## src/hdl/link_crc_pkg.sv

```systemverilog
package link_crc_pkg;

  // CRC arithmetic.
  localparam logic [31:0] CRC_POLY = 32'h04C11DB7;
  localparam logic [31:0] CRC_SEED = 32'hFFFFFFFF;
  localparam int CRC_STEP_BITS = 9;

  // Window geometry at 8-bit width, in bit-times; narrower links scale it up.
  localparam logic [11:0] WIN_BASE = 12'h200;
  localparam logic [11:0] INS_BASE = 12'h040;
  localparam logic [11:0] SLOT_BASE = 12'h004;
  localparam logic [4:0] HOLD_BT = 5'h10;
  localparam logic [3:0] ATOMIC_COUNT = 4'h1;

  // Avalon-MM register map, byte addresses.
  localparam int ADDR_W = 4;
  localparam logic [3:0] REG_CTRL = 4'h0;
  localparam logic [3:0] REG_FLAGS = 4'h4;
  localparam logic [3:0] REG_ROUTE = 4'h8;
  localparam logic [3:0] REG_CRC = 4'hC;

  typedef enum logic [2:0] {W2 = 3'h0, W4 = 3'h1, W8 = 3'h2, W16 = 3'h3, W32 = 3'h4} width_t;
  typedef enum logic [1:0] {LS_IDLE = 2'h0, LS_FIRST = 2'h1, LS_RUN = 2'h3} link_st_t;

  typedef struct packed {
    logic en;
    logic ctl_to_long;
    logic drop_uninit;
    logic init_done;
    logic eoc;
    logic diag;
    width_t width;
  } ctrl_t;
  localparam int CTRL_W = $bits(ctrl_t);

  typedef struct packed {
    logic resp;
    logic inb_eoc;
    logic eoc;
    logic ovf;
    logic prot;
    logic flood;
    logic [3:0] crc;
  } flags_t;
  localparam int FLAGS_W = $bits(flags_t);

  // Error classes, MSB first: crc, resp, eoc, ovf, prot.
  typedef struct packed {
    logic [4:0] nf;
    logic [4:0] fat;
    logic [4:0] fl;
  } route_t;
  localparam int ROUTE_W = $bits(route_t);
  localparam logic [4:0] FLOOD_OK = 5'h13;

  typedef struct packed {
    logic cmd_valid;
    logic has_data;
    logic bad_cmd;
    logic no_buffer;
    logic data_pending;
  } pkt_ev_t;

  typedef struct packed {
    logic valid;
    logic posted;
    logic is_read;
  } dir_pkt_t;

  typedef struct packed {
    logic valid;
    logic tag_outstanding;
    logic is_rdresp;
    logic req_wr_or_flush;
    logic req_rd;
    logic req_atomic;
    logic [3:0] count;
    logic [3:0] req_count;
  } resp_in_t;

  typedef struct packed {
    logic valid;
    logic error;
    logic nxa;
    logic is_rdresp;
    logic [31:0] data;
  } rsp_out_t;

endpackage

```

## src/hdl/link_crc_err.sv

```systemverilog
`timescale 1ns/1ps
// Contract
// - Each lane's check value is the remainder by polynomial 0x04C11DB7.
// - Accumulator is seeded with all ones at every window start.
// - No thirty-two zero bits are appended; the accumulator is the result.
// - Sender inverts the check value; receiver compares against inverted form.
// - Nine bits per bit-time, LSB first: save bit 31, shift in, conditional XOR.
// - Receiver sets the mismatching lane's check-error flag; routable to three paths.
// - Check-error flag waits 16 bit-times so a sync flood can win.
// - Narrow links produce the 8-bit check value; surplus CTL bits ignored.
// - Narrow input is consecutive CAD beats then the first CTL, LSB first.
// - Window, insertion, duration: 512/64/4, 1024/128/8, 2048/256/16 bit-times.
// - CTL change off a 4-byte boundary is a protocol error outside diagnostics.
// - CTL low without pending data, during check value, or past timeout: error; with diag set the code flags only the timeout.
// - Data command while data pending, or bad command encoding: protocol error.
// - Any protocol error sets the protocol flag; routable to three paths.
// - Packet with no free receive buffer sets the overflow flag.
// - Directed packet to end-of-chain transmitter is dropped; uninitialized counts.
// - Dropped nonposted request answered with Error, NXA, all-ones data; no log.
// - Dropped posted request or response sets the end-of-chain flag.
// - Unaccepted posted packet from the other host sets inbound end-of-chain flag.
// - Chain down flushes outstanding nonposted state with non-NXA error answers.
// - Response errors: unknown tag, wrong response kind, or wrong count.
// - Every response error sets the response-error flag; fatal or nonfatal only.
// - No check value in the first window; check bits excluded from computation.
// - Windows counted in bit-times from the first valid packet after sync.
// - While the check value is sent, CTL is driven high.
// - Wide links run one check per byte lane; lanes without CTL use zero.
module link_crc_err import link_crc_pkg::*; #(
  // Chosen CTL timeout counts at 125 MHz (1 ms and 1 s); shorten for simulation.
  parameter logic [26:0] CTL_TO_SHORT_CYC = 27'h001E848,
  parameter logic [26:0] CTL_TO_LONG_CYC = 27'h7735940
) (
  // Clock and reset
  input wire logic mclk,
  input wire logic rst,
  // Avalon-MM slave
  input wire logic [ADDR_W-1:0] avs_address,
  input wire logic avs_read,
  input wire logic avs_write,
  input wire logic [31:0] avs_writedata,
  output logic [31:0] avs_readdata,
  output logic avs_waitrequest,
  // Receive link pins
  input wire logic link_clk,
  input wire logic [31:0] link_cad_in,
  input wire logic link_ctl_in,
  input wire logic link_reset_n,
  // Transmit stream from packet logic and to the link
  input wire logic [31:0] tx_cad,
  input wire logic tx_ctl,
  output logic tx_take_q,
  output logic [31:0] tx_cad_q,
  output logic tx_ctl_q,
  // Packet-level events
  input wire pkt_ev_t pkt_ev,
  input wire dir_pkt_t dir_pkt,
  input wire logic inb_unaccepted,
  input wire resp_in_t resp_in,
  // Answers and error routing
  output rsp_out_t nxa_rsp_q,
  output logic np_flush_q,
  output logic flood_req_q,
  output logic fatal_q,
  output logic nonfatal_q
);

  typedef struct packed {
    logic [2:0] clk_s;
    logic [31:0] cad_s1;
    logic [31:0] cad_s2;
    logic [1:0] ctl_s;
    logic [2:0] rstn_s;
    ctrl_t ctrl;
    flags_t flags;
    route_t route;
    logic wait_q;
    logic [31:0] rdata;
    link_st_t [1:0] st;
    logic [1:0][11:0] pos;
    logic [1:0][1:0] gc;
    logic [1:0][7:0] gbyte;
    logic [1:0] gctl;
    logic [1:0][3:0][31:0] acc;
    logic [1:0][3:0][31:0] prev;
    logic [3:0][31:0] rxcrc;
    logic [3:0] mism;
    logic holding;
    logic [4:0] hold;
    logic [4:0] ones;
    logic flood;
    logic [1:0] bphase;
    logic ctl_last;
    logic [26:0] to_cnt;
    logic [31:0] cad_o;
    logic ctl_o;
    logic take;
    rsp_out_t rsp;
    logic flush;
    logic fl_o;
    logic fat_o;
    logic nf_o;
  } state_t;

  state_t s_q, s_d;
  logic tx_ins;

  function automatic logic [31:0] crc9(input logic [31:0] c, input logic [8:0] d);
    logic t;
    logic [31:0] r;
    r = c;
    for (int i = 0; i < CRC_STEP_BITS; i++) begin
      t = r[31];
      r = {r[30:0], d[i]};
      if (t) begin
        r = r ^ CRC_POLY;
      end
    end
    return r;
  endfunction

  function automatic logic [31:0] cad_mask(input width_t w);
    case (w)
      W2: return 32'h00000003;
      W4: return 32'h0000000F;
      W8: return 32'h000000FF;
      W16: return 32'h0000FFFF;
      default: return 32'hFFFFFFFF;
    endcase
  endfunction

  function automatic logic [3:0] lanes_of(input width_t w);
    case (w)
      W16: return 4'h3;
      W32: return 4'hF;
      default: return 4'h1;
    endcase
  endfunction

  always_comb begin
    logic bt;
    logic [31:0] cad;
    logic ctl;
    logic act;
    logic slot;
    logic [1:0] sh;
    logic [11:0] win;
    logic [11:0] ins;
    logic [11:0] nsl;
    logic [11:0] si;
    logic [4:0] shamt;
    logic [31:0] m;
    logic [3:0] ln;
    logic [7:0] byte0;
    logic [8:0] d9;
    logic [31:0] cap;
    logic [3:0][31:0] acc_n;
    logic bus_wr;
    logic [4:0] cls;
    logic [26:0] to_lim;
    logic eoc_act;
    logic resp_bad;
    flags_t set;
    bt = 1'b0;
    cad = '0;
    ctl = 1'b0;
    act = 1'b0;
    slot = 1'b0;
    si = '0;
    shamt = '0;
    byte0 = '0;
    d9 = '0;
    cap = '0;
    acc_n = '0;
    set = '0;
    sh = '0;
    win = '0;
    ins = '0;
    nsl = '0;
    m = '0;
    ln = '0;
    bus_wr = 1'b0;
    cls = '0;
    to_lim = '0;
    eoc_act = 1'b0;
    resp_bad = 1'b0;
    tx_ins = 1'b0;
    s_d = s_q;
    s_d.take = 1'b0;
    s_d.rsp = '0;
    s_d.flush = 1'b0;

    // Link pins cross into mclk through two flops before anything looks at them.
    s_d.clk_s = {s_q.clk_s[1:0], link_clk};
    s_d.cad_s1 = link_cad_in;
    s_d.cad_s2 = s_q.cad_s1;
    s_d.ctl_s = {s_q.ctl_s[0], link_ctl_in};
    s_d.rstn_s = {s_q.rstn_s[1:0], link_reset_n};
    bt = s_q.clk_s[1] & ~s_q.clk_s[2];

    sh = (s_q.ctrl.width == W2) ? 2'h2 : (s_q.ctrl.width == W4) ? 2'h1 : 2'h0;
    win = WIN_BASE << sh;
    ins = INS_BASE << sh;
    nsl = SLOT_BASE << sh;
    m = cad_mask(s_q.ctrl.width);
    ln = lanes_of(s_q.ctrl.width);

    for (int d = 0; d < 2; d++) begin
      cad = (d == 1) ? tx_cad : s_q.cad_s2;
      ctl = (d == 1) ? tx_ctl : s_q.ctl_s[1];
      act = 1'b0;
      if (bt && s_q.ctrl.en && s_q.rstn_s[2]) begin
        if (s_q.st[d] == LS_IDLE) begin
          // Windows start at the first control beat that is not a sync pattern.
          if (ctl && ((cad & m) != m)) begin
            s_d.st[d] = LS_FIRST;
            s_d.pos[d] = '0;
            s_d.gc[d] = '0;
            s_q_acc_seed: for (int l = 0; l < 4; l++) begin
              s_d.acc[d][l] = CRC_SEED;
            end
            act = 1'b1;
          end
        end else begin
          act = 1'b1;
        end
      end
      acc_n = s_d.acc[d];
      if (act) begin
        slot = (s_q.st[d] == LS_RUN) && (s_q.pos[d] >= ins)
            && (s_q.pos[d] < ins + nsl);
        si = s_q.pos[d] - ins;
        shamt = 5'({1'b0, si[3:0]} << (2'h3 - sh));
        if (slot) begin
          // Check bits never enter the accumulator.
          for (int l = 0; l < 4; l++) begin
            if (d == 1) begin
              s_d.cad_o[8*l +: 8] = 8'((~s_q.prev[1][l]) >> shamt) & m[7:0];
            end else if (ln[l]) begin
              cap = (si == '0) ? '0 : s_q.rxcrc[l];
              cap = cap | (32'(s_q.cad_s2[8*l +: 8] & m[7:0]) << shamt);
              s_d.rxcrc[l] = cap;
              if (si == nsl - 12'h001) begin
                s_d.mism[l] = (cap != ~s_q.prev[0][l]) && !s_q.flood;
              end
            end
          end
          if (d == 1) begin
            s_d.ctl_o = 1'b1;
            tx_ins = 1'b1;
          end else if (si == nsl - 12'h001 && !s_q.flood) begin
            s_d.holding = 1'b1;
            s_d.hold = '0;
          end
        end else begin
          byte0 = (s_q.gc[d] == '0) ? 8'h00 : s_q.gbyte[d];
          byte0 = byte0 | 8'((cad[7:0] & m[7:0]) << shamt_g(s_q.gc[d], sh));
          s_d.gbyte[d] = byte0;
          if (s_q.gc[d] == '0) begin
            s_d.gctl[d] = ctl;
          end
          if (s_q.gc[d] == 2'((3'h1 << sh) - 3'h1)) begin
            s_d.gc[d] = '0;
            for (int l = 0; l < 4; l++) begin
              // Lanes above the first carry no CTL, so zero stands in.
              d9 = (l == 0) ? {(s_q.gc[d] == '0) ? ctl : s_q.gctl[d], byte0}
                            : {1'b0, cad[8*l +: 8]};
              acc_n[l] = crc9(s_d.acc[d][l], d9);
            end
          end else begin
            s_d.gc[d] = s_q.gc[d] + 2'h1;
          end
          s_d.acc[d] = acc_n;
          if (d == 1) begin
            s_d.cad_o = tx_cad;
            s_d.ctl_o = tx_ctl;
            s_d.take = 1'b1;
          end
        end
        if (s_q.pos[d] == win - 12'h001 + ((s_q.st[d] == LS_RUN) ? nsl : 12'h000)) begin
          // The raw accumulator is the result; nothing is flushed through it.
          s_d.prev[d] = acc_n;
          for (int l = 0; l < 4; l++) begin
            s_d.acc[d][l] = CRC_SEED;
          end
          s_d.st[d] = LS_RUN;
          s_d.pos[d] = '0;
        end else begin
          s_d.pos[d] = s_q.pos[d] + 12'h001;
        end
        if (d == 0 && !s_q.ctrl.diag) begin
          if (ctl != s_q.ctl_last && (s_q.bphase != '0 || s_q.gc[0] != '0)) begin
            set.prot = 1'b1;
          end
          if (!ctl && (slot || !pkt_ev.data_pending)) begin
            set.prot = 1'b1;
          end
        end
        if (d == 0 && !slot) begin
          s_d.ctl_last = ctl;
          if (s_q.gc[0] == 2'((3'h1 << sh) - 3'h1)) begin
            s_d.bphase = s_q.bphase + ((s_q.ctrl.width == W16) ? 2'h2
                       : (s_q.ctrl.width == W32) ? 2'h0 : 2'h1);
          end
        end
      end else if (d == 1 && bt) begin
        s_d.cad_o = tx_cad;
        s_d.ctl_o = tx_ctl;
        s_d.take = 1'b1;
      end
    end

    // Sync flood: CAD and CTL all ones for the hold-off span.
    if (bt && s_q.st[0] != LS_IDLE) begin
      if (s_q.ctl_s[1] && ((s_q.cad_s2 & m) == m)) begin
        s_d.ones = (s_q.ones == HOLD_BT) ? s_q.ones : s_q.ones + 5'h01;
        if (s_q.ones == HOLD_BT - 5'h01) begin
          s_d.flood = 1'b1;
          set.flood = 1'b1;
        end
      end else begin
        s_d.ones = '0;
      end
      if (s_q.holding) begin
        s_d.hold = s_q.hold + 5'h01;
        // The flag waits so a flood that began on the check bits is not blamed on them.
        if (s_q.flood) begin
          s_d.holding = 1'b0;
        end else if (s_q.hold == HOLD_BT - 5'h01) begin
          set.crc = s_q.mism & ln;
          s_d.holding = 1'b0;
        end
      end
    end

    // CTL timeout runs on mclk so it keeps counting while the link clock idles.
    to_lim = s_q.ctrl.ctl_to_long ? CTL_TO_LONG_CYC : CTL_TO_SHORT_CYC;
    if (s_q.st[0] != LS_IDLE && !s_q.ctl_s[1]) begin
      s_d.to_cnt = (s_q.to_cnt == to_lim) ? s_q.to_cnt : s_q.to_cnt + 27'h0000001;
      if (s_q.to_cnt == to_lim - 27'h0000001) begin
        set.prot = 1'b1;
      end
    end else begin
      s_d.to_cnt = '0;
    end

    if (pkt_ev.bad_cmd || (pkt_ev.cmd_valid && pkt_ev.has_data && pkt_ev.data_pending)) begin
      set.prot = 1'b1;
    end
    if (pkt_ev.no_buffer) begin
      set.ovf = 1'b1;
    end

    eoc_act = s_q.ctrl.eoc || (!s_q.ctrl.init_done && s_q.ctrl.drop_uninit);
    if (dir_pkt.valid && eoc_act) begin
      if (dir_pkt.posted) begin
        set.eoc = 1'b1;
      end else begin
        s_d.rsp = '{valid: 1'b1, error: 1'b1, nxa: 1'b1, is_rdresp: dir_pkt.is_read,
                    data: 32'hFFFFFFFF};
      end
    end
    if (inb_unaccepted) begin
      set.inb_eoc = 1'b1;
    end

    resp_bad = !resp_in.tag_outstanding
            || (resp_in.is_rdresp && resp_in.req_wr_or_flush)
            || (!resp_in.is_rdresp && (resp_in.req_rd || resp_in.req_atomic))
            || (resp_in.is_rdresp && resp_in.req_rd && resp_in.count != resp_in.req_count)
            || (resp_in.is_rdresp && resp_in.req_atomic && resp_in.count != ATOMIC_COUNT);
    if (resp_in.valid && resp_bad) begin
      set.resp = 1'b1;
    end

    // Chain down: flood onset or the assertion edge of link reset.
    if ((s_d.flood && !s_q.flood) || (s_q.rstn_s[2] && !s_q.rstn_s[1])) begin
      s_d.flush = 1'b1;
    end
    if (!s_q.rstn_s[2]) begin
      s_d.st = {LS_IDLE, LS_IDLE};
      s_d.flood = 1'b0;
      s_d.holding = 1'b0;
      s_d.ones = '0;
      s_d.bphase = '0;
      s_d.pos = '0;
      s_d.gc = '0;
    end

    // Register bus: one wait cycle, completion at the second edge after the request.
    bus_wr = avs_write && !s_q.wait_q;
    s_d.wait_q = !((avs_read || avs_write) && s_q.wait_q);
    if (avs_read && s_q.wait_q) begin
      case (avs_address)
        REG_CTRL: s_d.rdata = 32'(s_q.ctrl);
        REG_FLAGS: s_d.rdata = 32'(s_q.flags);
        REG_ROUTE: s_d.rdata = 32'(s_q.route);
        REG_CRC: s_d.rdata = s_q.prev[0][0];
        default: s_d.rdata = '0;
      endcase
    end
    if (bus_wr && avs_address == REG_CTRL) begin
      s_d.ctrl = ctrl_t'(avs_writedata[CTRL_W-1:0]);
    end
    if (bus_wr && avs_address == REG_ROUTE) begin
      s_d.route = route_t'(avs_writedata[ROUTE_W-1:0]);
      s_d.route.fl = s_d.route.fl & FLOOD_OK;
    end
    // A new event in the clearing cycle survives the clear.
    s_d.flags = (s_q.flags & ~((bus_wr && avs_address == REG_FLAGS)
              ? flags_t'(avs_writedata[FLAGS_W-1:0]) : flags_t'('0))) | set;

    cls = {|s_q.flags.crc, s_q.flags.resp, s_q.flags.eoc, s_q.flags.ovf, s_q.flags.prot};
    s_d.fl_o = |(cls & s_q.route.fl);
    s_d.fat_o = |(cls & s_q.route.fat);
    s_d.nf_o = |(cls & s_q.route.nf);
  end

  function automatic logic [2:0] shamt_g(input logic [1:0] g, input logic [1:0] sh);
    return 3'(g << (2'h3 - sh));
  endfunction

  always_ff @(posedge mclk or posedge rst) begin
    if (rst) begin
      s_q <= '0;
      s_q.wait_q <= 1'b1;
      // The link-reset synchroniser rests at the released level, so leaving reset
      // is never mistaken for a chain-down edge.
      s_q.rstn_s <= 3'h7;
    end else begin
      s_q <= s_d;
    end
  end

  assign avs_readdata = s_q.rdata;
  assign avs_waitrequest = s_q.wait_q;
  assign tx_take_q = s_q.take;
  assign tx_cad_q = s_q.cad_o;
  assign tx_ctl_q = s_q.ctl_o;
  assign nxa_rsp_q = s_q.rsp;
  assign np_flush_q = s_q.flush;
  assign flood_req_q = s_q.fl_o;
  assign fatal_q = s_q.fat_o;
  assign nonfatal_q = s_q.nf_o;
endmodule

```

## config.mk

```make
export PLATFORM = sky130hd
export DESIGN_NAME = link_crc_err
export DESIGN_NICKNAME = d
export VERILOG_FILES = /design/src/hdl/link_crc_pkg.sv /design/src/hdl/link_crc_err.sv
export SDC_FILE = /design/constraint.sdc
export NUM_CORES = 2
export LEC_CHECK = 0
export BUFFER_PORTS_ARGS = -buffer_cell sky130_fd_sc_hd__buf_2
export CAP_MARGIN = 10
export CORE_UTILIZATION = 35
export DETAILED_ROUTE_END_ITERATION = 12
export PLACE_DENSITY = 0.56
export SLEW_MARGIN = 10
export SYNTH_ARGS = -nofsm -noshare
export SYNTH_HDL_FRONTEND = slang
export SYNTH_SLANG_ARGS = --single-unit
```

## constraint.sdc

```tcl
create_clock -name mclk -period 63.4 [get_ports mclk]
set_clock_uncertainty 0.1 [all_clocks]
set_input_delay 3.17 -clock mclk [delete_from_list [all_inputs] [get_ports mclk]]
set_output_delay 3.17 -clock mclk [all_outputs]
set_load 0.01 [all_outputs]
```

======== Yosys cells after proc, flatten, opt, wreduce, memory -nomap -nowiden ========
Cells that the tools add are included.
W data, S select, Z words.
operators by class
  $add $sub $neg .......................... 18
  multipliers ............................. 0
  divide/modulo/power cells ............... 0
  order comparisons ....................... 4
  equal/unequal tests ..................... 41
  shift operators ......................... 18
  mux-type cells .......................... 379
  bitwise logic cells ..................... 109
  reductions and logical operators ........ 88
operators by type and width
  cell                     number
  $mux W32                 197
  $mux W27                 75
  $mux W128                14
  $not A14 Y14             72
  $not A32 Y32             8
  $pmux W32 S4             2
  $ne A32 B32 Y1           6
  $mux W12                 13
  $or A32 B32 Y32          4
  $shl A32 B5 Y32          4
  $shr A32 B5 Y8           4
  $and A8 B8 Y8            10
  $mux W36                 2
  $mux W34                 2
  $and A32 B32 Y32         2
  $eq A27 B27 Y1           2
  $mux W2                  25
  $logic_and A1 B1 Y1      37
  $add A12 B12 Y12         3
  $eq A12 B12 Y1           3
  $mux W33                 1
  $eq A32 B32 Y1           1
  $mux W1                  31
  $add A27 B1 Y27 const B  1
  62 further kinds         138
word-level totals
  bits in registers ....................... 947
  bits in latches ......................... 0
  RAM bits ................................ 0
  bits in read-only memories .............. 0
  input port bits ......................... 131
  output and inout port bits .............. 107
  word-level logic and storage cells ...... 734
  memories kept ........................... 0

======== Logic depth before layout (Yosys ltp) ========
  word-level depth ........................ 54
  mapped depth ............................ 19
  depth with buffers taken out ............ 11

======== Worst setup path before layout ========
OpenSTA, ideal clock, no wires.
  path kind ............................... in2reg
  start point ............................. input port tx_cad[31]
  end point ............................... register s_q[673] (netlist name)
  setup time .............................. 0.121 ns
  arrival time ............................ 5.365 ns
  slack ................................... 57.814 ns
  stages on the path ...................... 11
  path through ............................ nand4_1 > o41ai_2 > o2111ai_2 > a211o_1 > and2_1 > buf_2 > o21a_1 > or2_1 > buf_2 > buf_2 > o22a_1
RTL lines
  item                line                 RTL
  start: declaration  link_crc_err.sv:50   input wire logic [31:0] tx_cad,
  end: declaration    link_crc_err.sv:105  state_t s_q, s_d;

======== Final worst setup path ========
  start point ............................. input port tx_cad[7]
  end point ............................... register s_q[385] (netlist name)
between the ends
  longest elaborated chain between the ends .. 47
  elaborated cells on any way between the ends .. 51
RTL lines
  item                    line                 RTL
  $and A32 B32 Y32 *      link_crc_err.sv:215  if (ctl && ((cad & m) != m)) begin
  $ne A32 B32 Y1 *        link_crc_err.sv:215
  $logic_and A1 B1 Y1 *   link_crc_err.sv:215
  $mux W128               link_crc_err.sv:215
  $mux W128               link_crc_err.sv:213  if (s_q.st[d] == LS_IDLE) begin
  $mux W128               link_crc_err.sv:212  if (bt && s_q.ctrl.en && s_q.rstn_s[2]) begin
  $not A14 Y14 (no line)  --
  $mux W27                link_crc_err.sv:115  if (t) begin
  [31 not listed]         --
  $not A14 Y14 (no line)  --
  $mux W27                link_crc_err.sv:115
  $mux W32                link_crc_err.sv:262  if (s_q.gc[d] == 2'((3'h1 << sh) - 3'h1)) begin
  $mux W32                link_crc_err.sv:234  if (slot) begin
  $mux W32                link_crc_err.sv:229  if (act) begin
  $mux W27                link_crc_err.sv:115
  $mux W128               link_crc_err.sv:262
  $mux W128               link_crc_err.sv:234
Mark *: on every way between the ends. The rest lies on a longest branch, timed or not. The select of a mux whose other input is x is not followed.
A chain may end at the register's enable or synchronous reset.

==> results.yml <==
run_status:
  status: "finished, final reports clean"
sta:
  max-slew-margin-rel_pct: 18.36
  hold_viol: 0
  setup_viol: 0
  max_freq_mhz: 128.1
  fin_crit_sh_pct: 12.31
  totalNegativeSetupSlack_ns: 0
  setup_slack_ns: 55.59
  tightestPinTransition_ns: 1.222
  rsz0062_at_grt: "false"
  layout_min_cycle_time_ns: 7.806
  final_max_slew_viol_count: 0
place:
  numPortBuffers: 220
  detailedPlace.worstSlack_ns: 55.04
  postPlaceCellArea_mm2: 0.05600
  gp_congestion: 0.9303
  dp_hpwl_mm: 128.6
yosys:
  synthArstFlopShare_pct: 100.0
  synth-edff-count: 0
  syn_area_mm2: 0.05407
  ys_types: 104
  avgSynthCellArea_um2: 9.349
  synth_top_cell_area_share_pct: 42.07
  synthCells: 5784
  synth_area_leaders: "dfrtp_1 42%, xnor2_1 8.1%, nand2_1 5.3%"
  yosys.area.top_type: "dfrtp_1"
  yosysWarnings: 0
  yosys_most_used_dff: "dfrtp_1"
  yosysSeqAreaShare_pct: 42.26
  ys_ff_latch: 913
min_path:
  hp-class: "reg -> reg"
  hold_depth: 0
  hold_end: "s_q[911]"
  hold_start: "s_d[911]"
critical_path:
  startpoint: "tx_cad[7]"
  critPathKind: "in -> reg"
  critPathArrivalTime_ns: 8.29
  r2r-start: "s_q[870]"
  regToRegSetupSlack_ns: 57.34
  required_ns: 63.89
  reg2reg_to: "s_q[385]"
  start_kind: "primary input"
  worstPathMaxFanout: 85
  reg2reg_depth: 10
  end_kind: "flip-flop"
drt:
  drcViolationCount: 0
  routed-wl-met2_mm: 83.88
  vias: 45543
  viasPerCell: 5.880
  top_layer_used: "met5"
  wl_mm: 190.4
  drt_iter0_markers: 4574
  drtAntennaViolNets: 0
  drtPass1Iterations: 8
  wl_met1_mm: 85.45
  route.met3.wl_mm: 14.56
  wl_per_cell_um: 24.58
flow_run:
  drv_cap: 0
clock_network:
  tritoncts: "done"
  ctsResizeCount: 0
  h-tree-depth: 3
  cts_buffers: 102
  clk_latency_ns: 0.75
  cts.sinks: 913
  post-cts-setup-buffer-count: 0
  cts_buffer_depth: 3
  root_buffer: "clkbuf_16"
  cts_hold_buf: 0
  path_clk_slew_ns: 0.07
final_layout:
  post-route-util_pct: 39.08
  drive_gt1_share_pct: 13.54
  area_growth_pct: 10.31
  fin_nets: 5790
  num_antenna_cells: 0
  finish.instance_area_mm2: 0.05965
floorplanning:
  rows: 143
  die_y_um: 395.1
  die_area_mm2: 0.1561
  core_mm2: 0.1526
  ios: 238
  die_x_um: 395.1
  initial_core_util_pct: 35.43
pwr:
  powerDensity_mw_per_mm2: 35.52
  vdd_ir_drop_max_mv: 0.02371
  leakage_uw: 0.02466
grt:
  grtUsageTotal_pct: 23.82
  grt_pass1_vias: 43454
  grt_pass1_wl_mm: 286.1
  grt_overflow: 0
  grt_max_degree: 121
  antenna_found_initial: 8
Yosys cell counts, types with 27 or more instances:
library cell and count:
dfrtp_1 909, clkbuf_1 320, nand2_1 767, a211oi_1 72
a21oi_1 287, mux2_2 96, buf_4 109, nand4_1 48
nand3_1 82, and3_1 29, o21ai_0 438, buf_2 106
o211ai_1 38, buf_1 39, o31ai_1 57, ha_1 31
o22ai_1 70, nor2_1 424, a21o_1 29, a2bb2oi_1 29
xor2_1 192, o22a_1 124, xnor2_1 502, a221oi_1 33
a22o_1 55, nor4_1 27, and2_1 41, inv_1 66
mux4_2 83, a22oi_1 70, a31oi_1 93, nor3_1 53
o2111ai_1 27
sequential cells by signal, summed over array words and instances (netlist names), 2 cells and up:
name,count
tx_cad_q,32
s_d,37
nxa_rsp_q,2
s_q,803
avs_readdata,32
critical path, cell delays in order:
cell and delay [ns]:
buf_2 0.18, nand4_1 0.11, a21oi_1 0.15, o2111ai_2 0.69, a211o_1 0.33, and2_2 0.82, buf_4 0.64, nand2_4 0.56
buf_4 0.54, a2111oi_0 0.83, nor2_1 0.08
cells by family after synthesis:
family / share of synthesized area [%]
DFF: 42.26
xor gates and xnor gates: 11.46
muxes: 5.882
and+or+nand+nor: 13.44
AOI/OAI and AO/OA: 20.74
other: 0.006935
buffers and inverters: 5.488
adders and majority gates: 0.7173
routing by layer:
layer | up-vias | GRT usage, %
met1 | 22915 | 34.05
met2 | 1940 | 35.99
met5 | - | 0
li1 | 20346 | -
met4 | 12 | 8.576
met3 | 330 | 4.062
where the power goes:
part	total [µW]	switching [µW]	internal (µW)	leakage, µW
registers	722	80.2	642	0.0114
clock network	648	267	381	0.00176
logic	749	448	301	0.0115
cell usage in the layout (no fill, tap or decap), drive strengths merged, types with 70 or more instances in the layout:
master and count:
buf 313, nor2 428, nand3 83, o21ai 444
inv 70, dfrtp 909, a211oi 73, xnor2 504
mux4 83, o22a 124, nand2 767, a31oi 93
o22ai 70, clkbuf 142, mux2 96, a22oi 71
a21oi 287, xor2 193
cell type report:
cell class	count	area, µm²
fill	15171	92970
multi-input combinational	4230	28540
sequential	913	22860
clock buffer	142	2965
tap	2030	2540
timing repair buffer	313	1799
clock inverter	49	685.7
inverter	68	262.8
metrics by stage:
stage	hold WS, ns	total power [µW]	std cells
floorplan	0.2312	1280	5787
global placement	0.2315	1461	7554
detailed placement	0.2347	1468	7554
CTS	0.2487	2121	7745
finish	0.2482	2119	7745
global route	0.2503	2225	7745
how the worst max path moves through the flow:
stage / to / slack [ns]
floorplan: avs_readdata[0] / 34.47
global placement: s_q[385] / 55.01
detailed placement: s_q[385] / 55.04
CTS: s_q[385] / 55.82
global route: s_q[385] / 55.50
finish: s_q[385] / 55.59
Power figures use the tool's default switching activity.
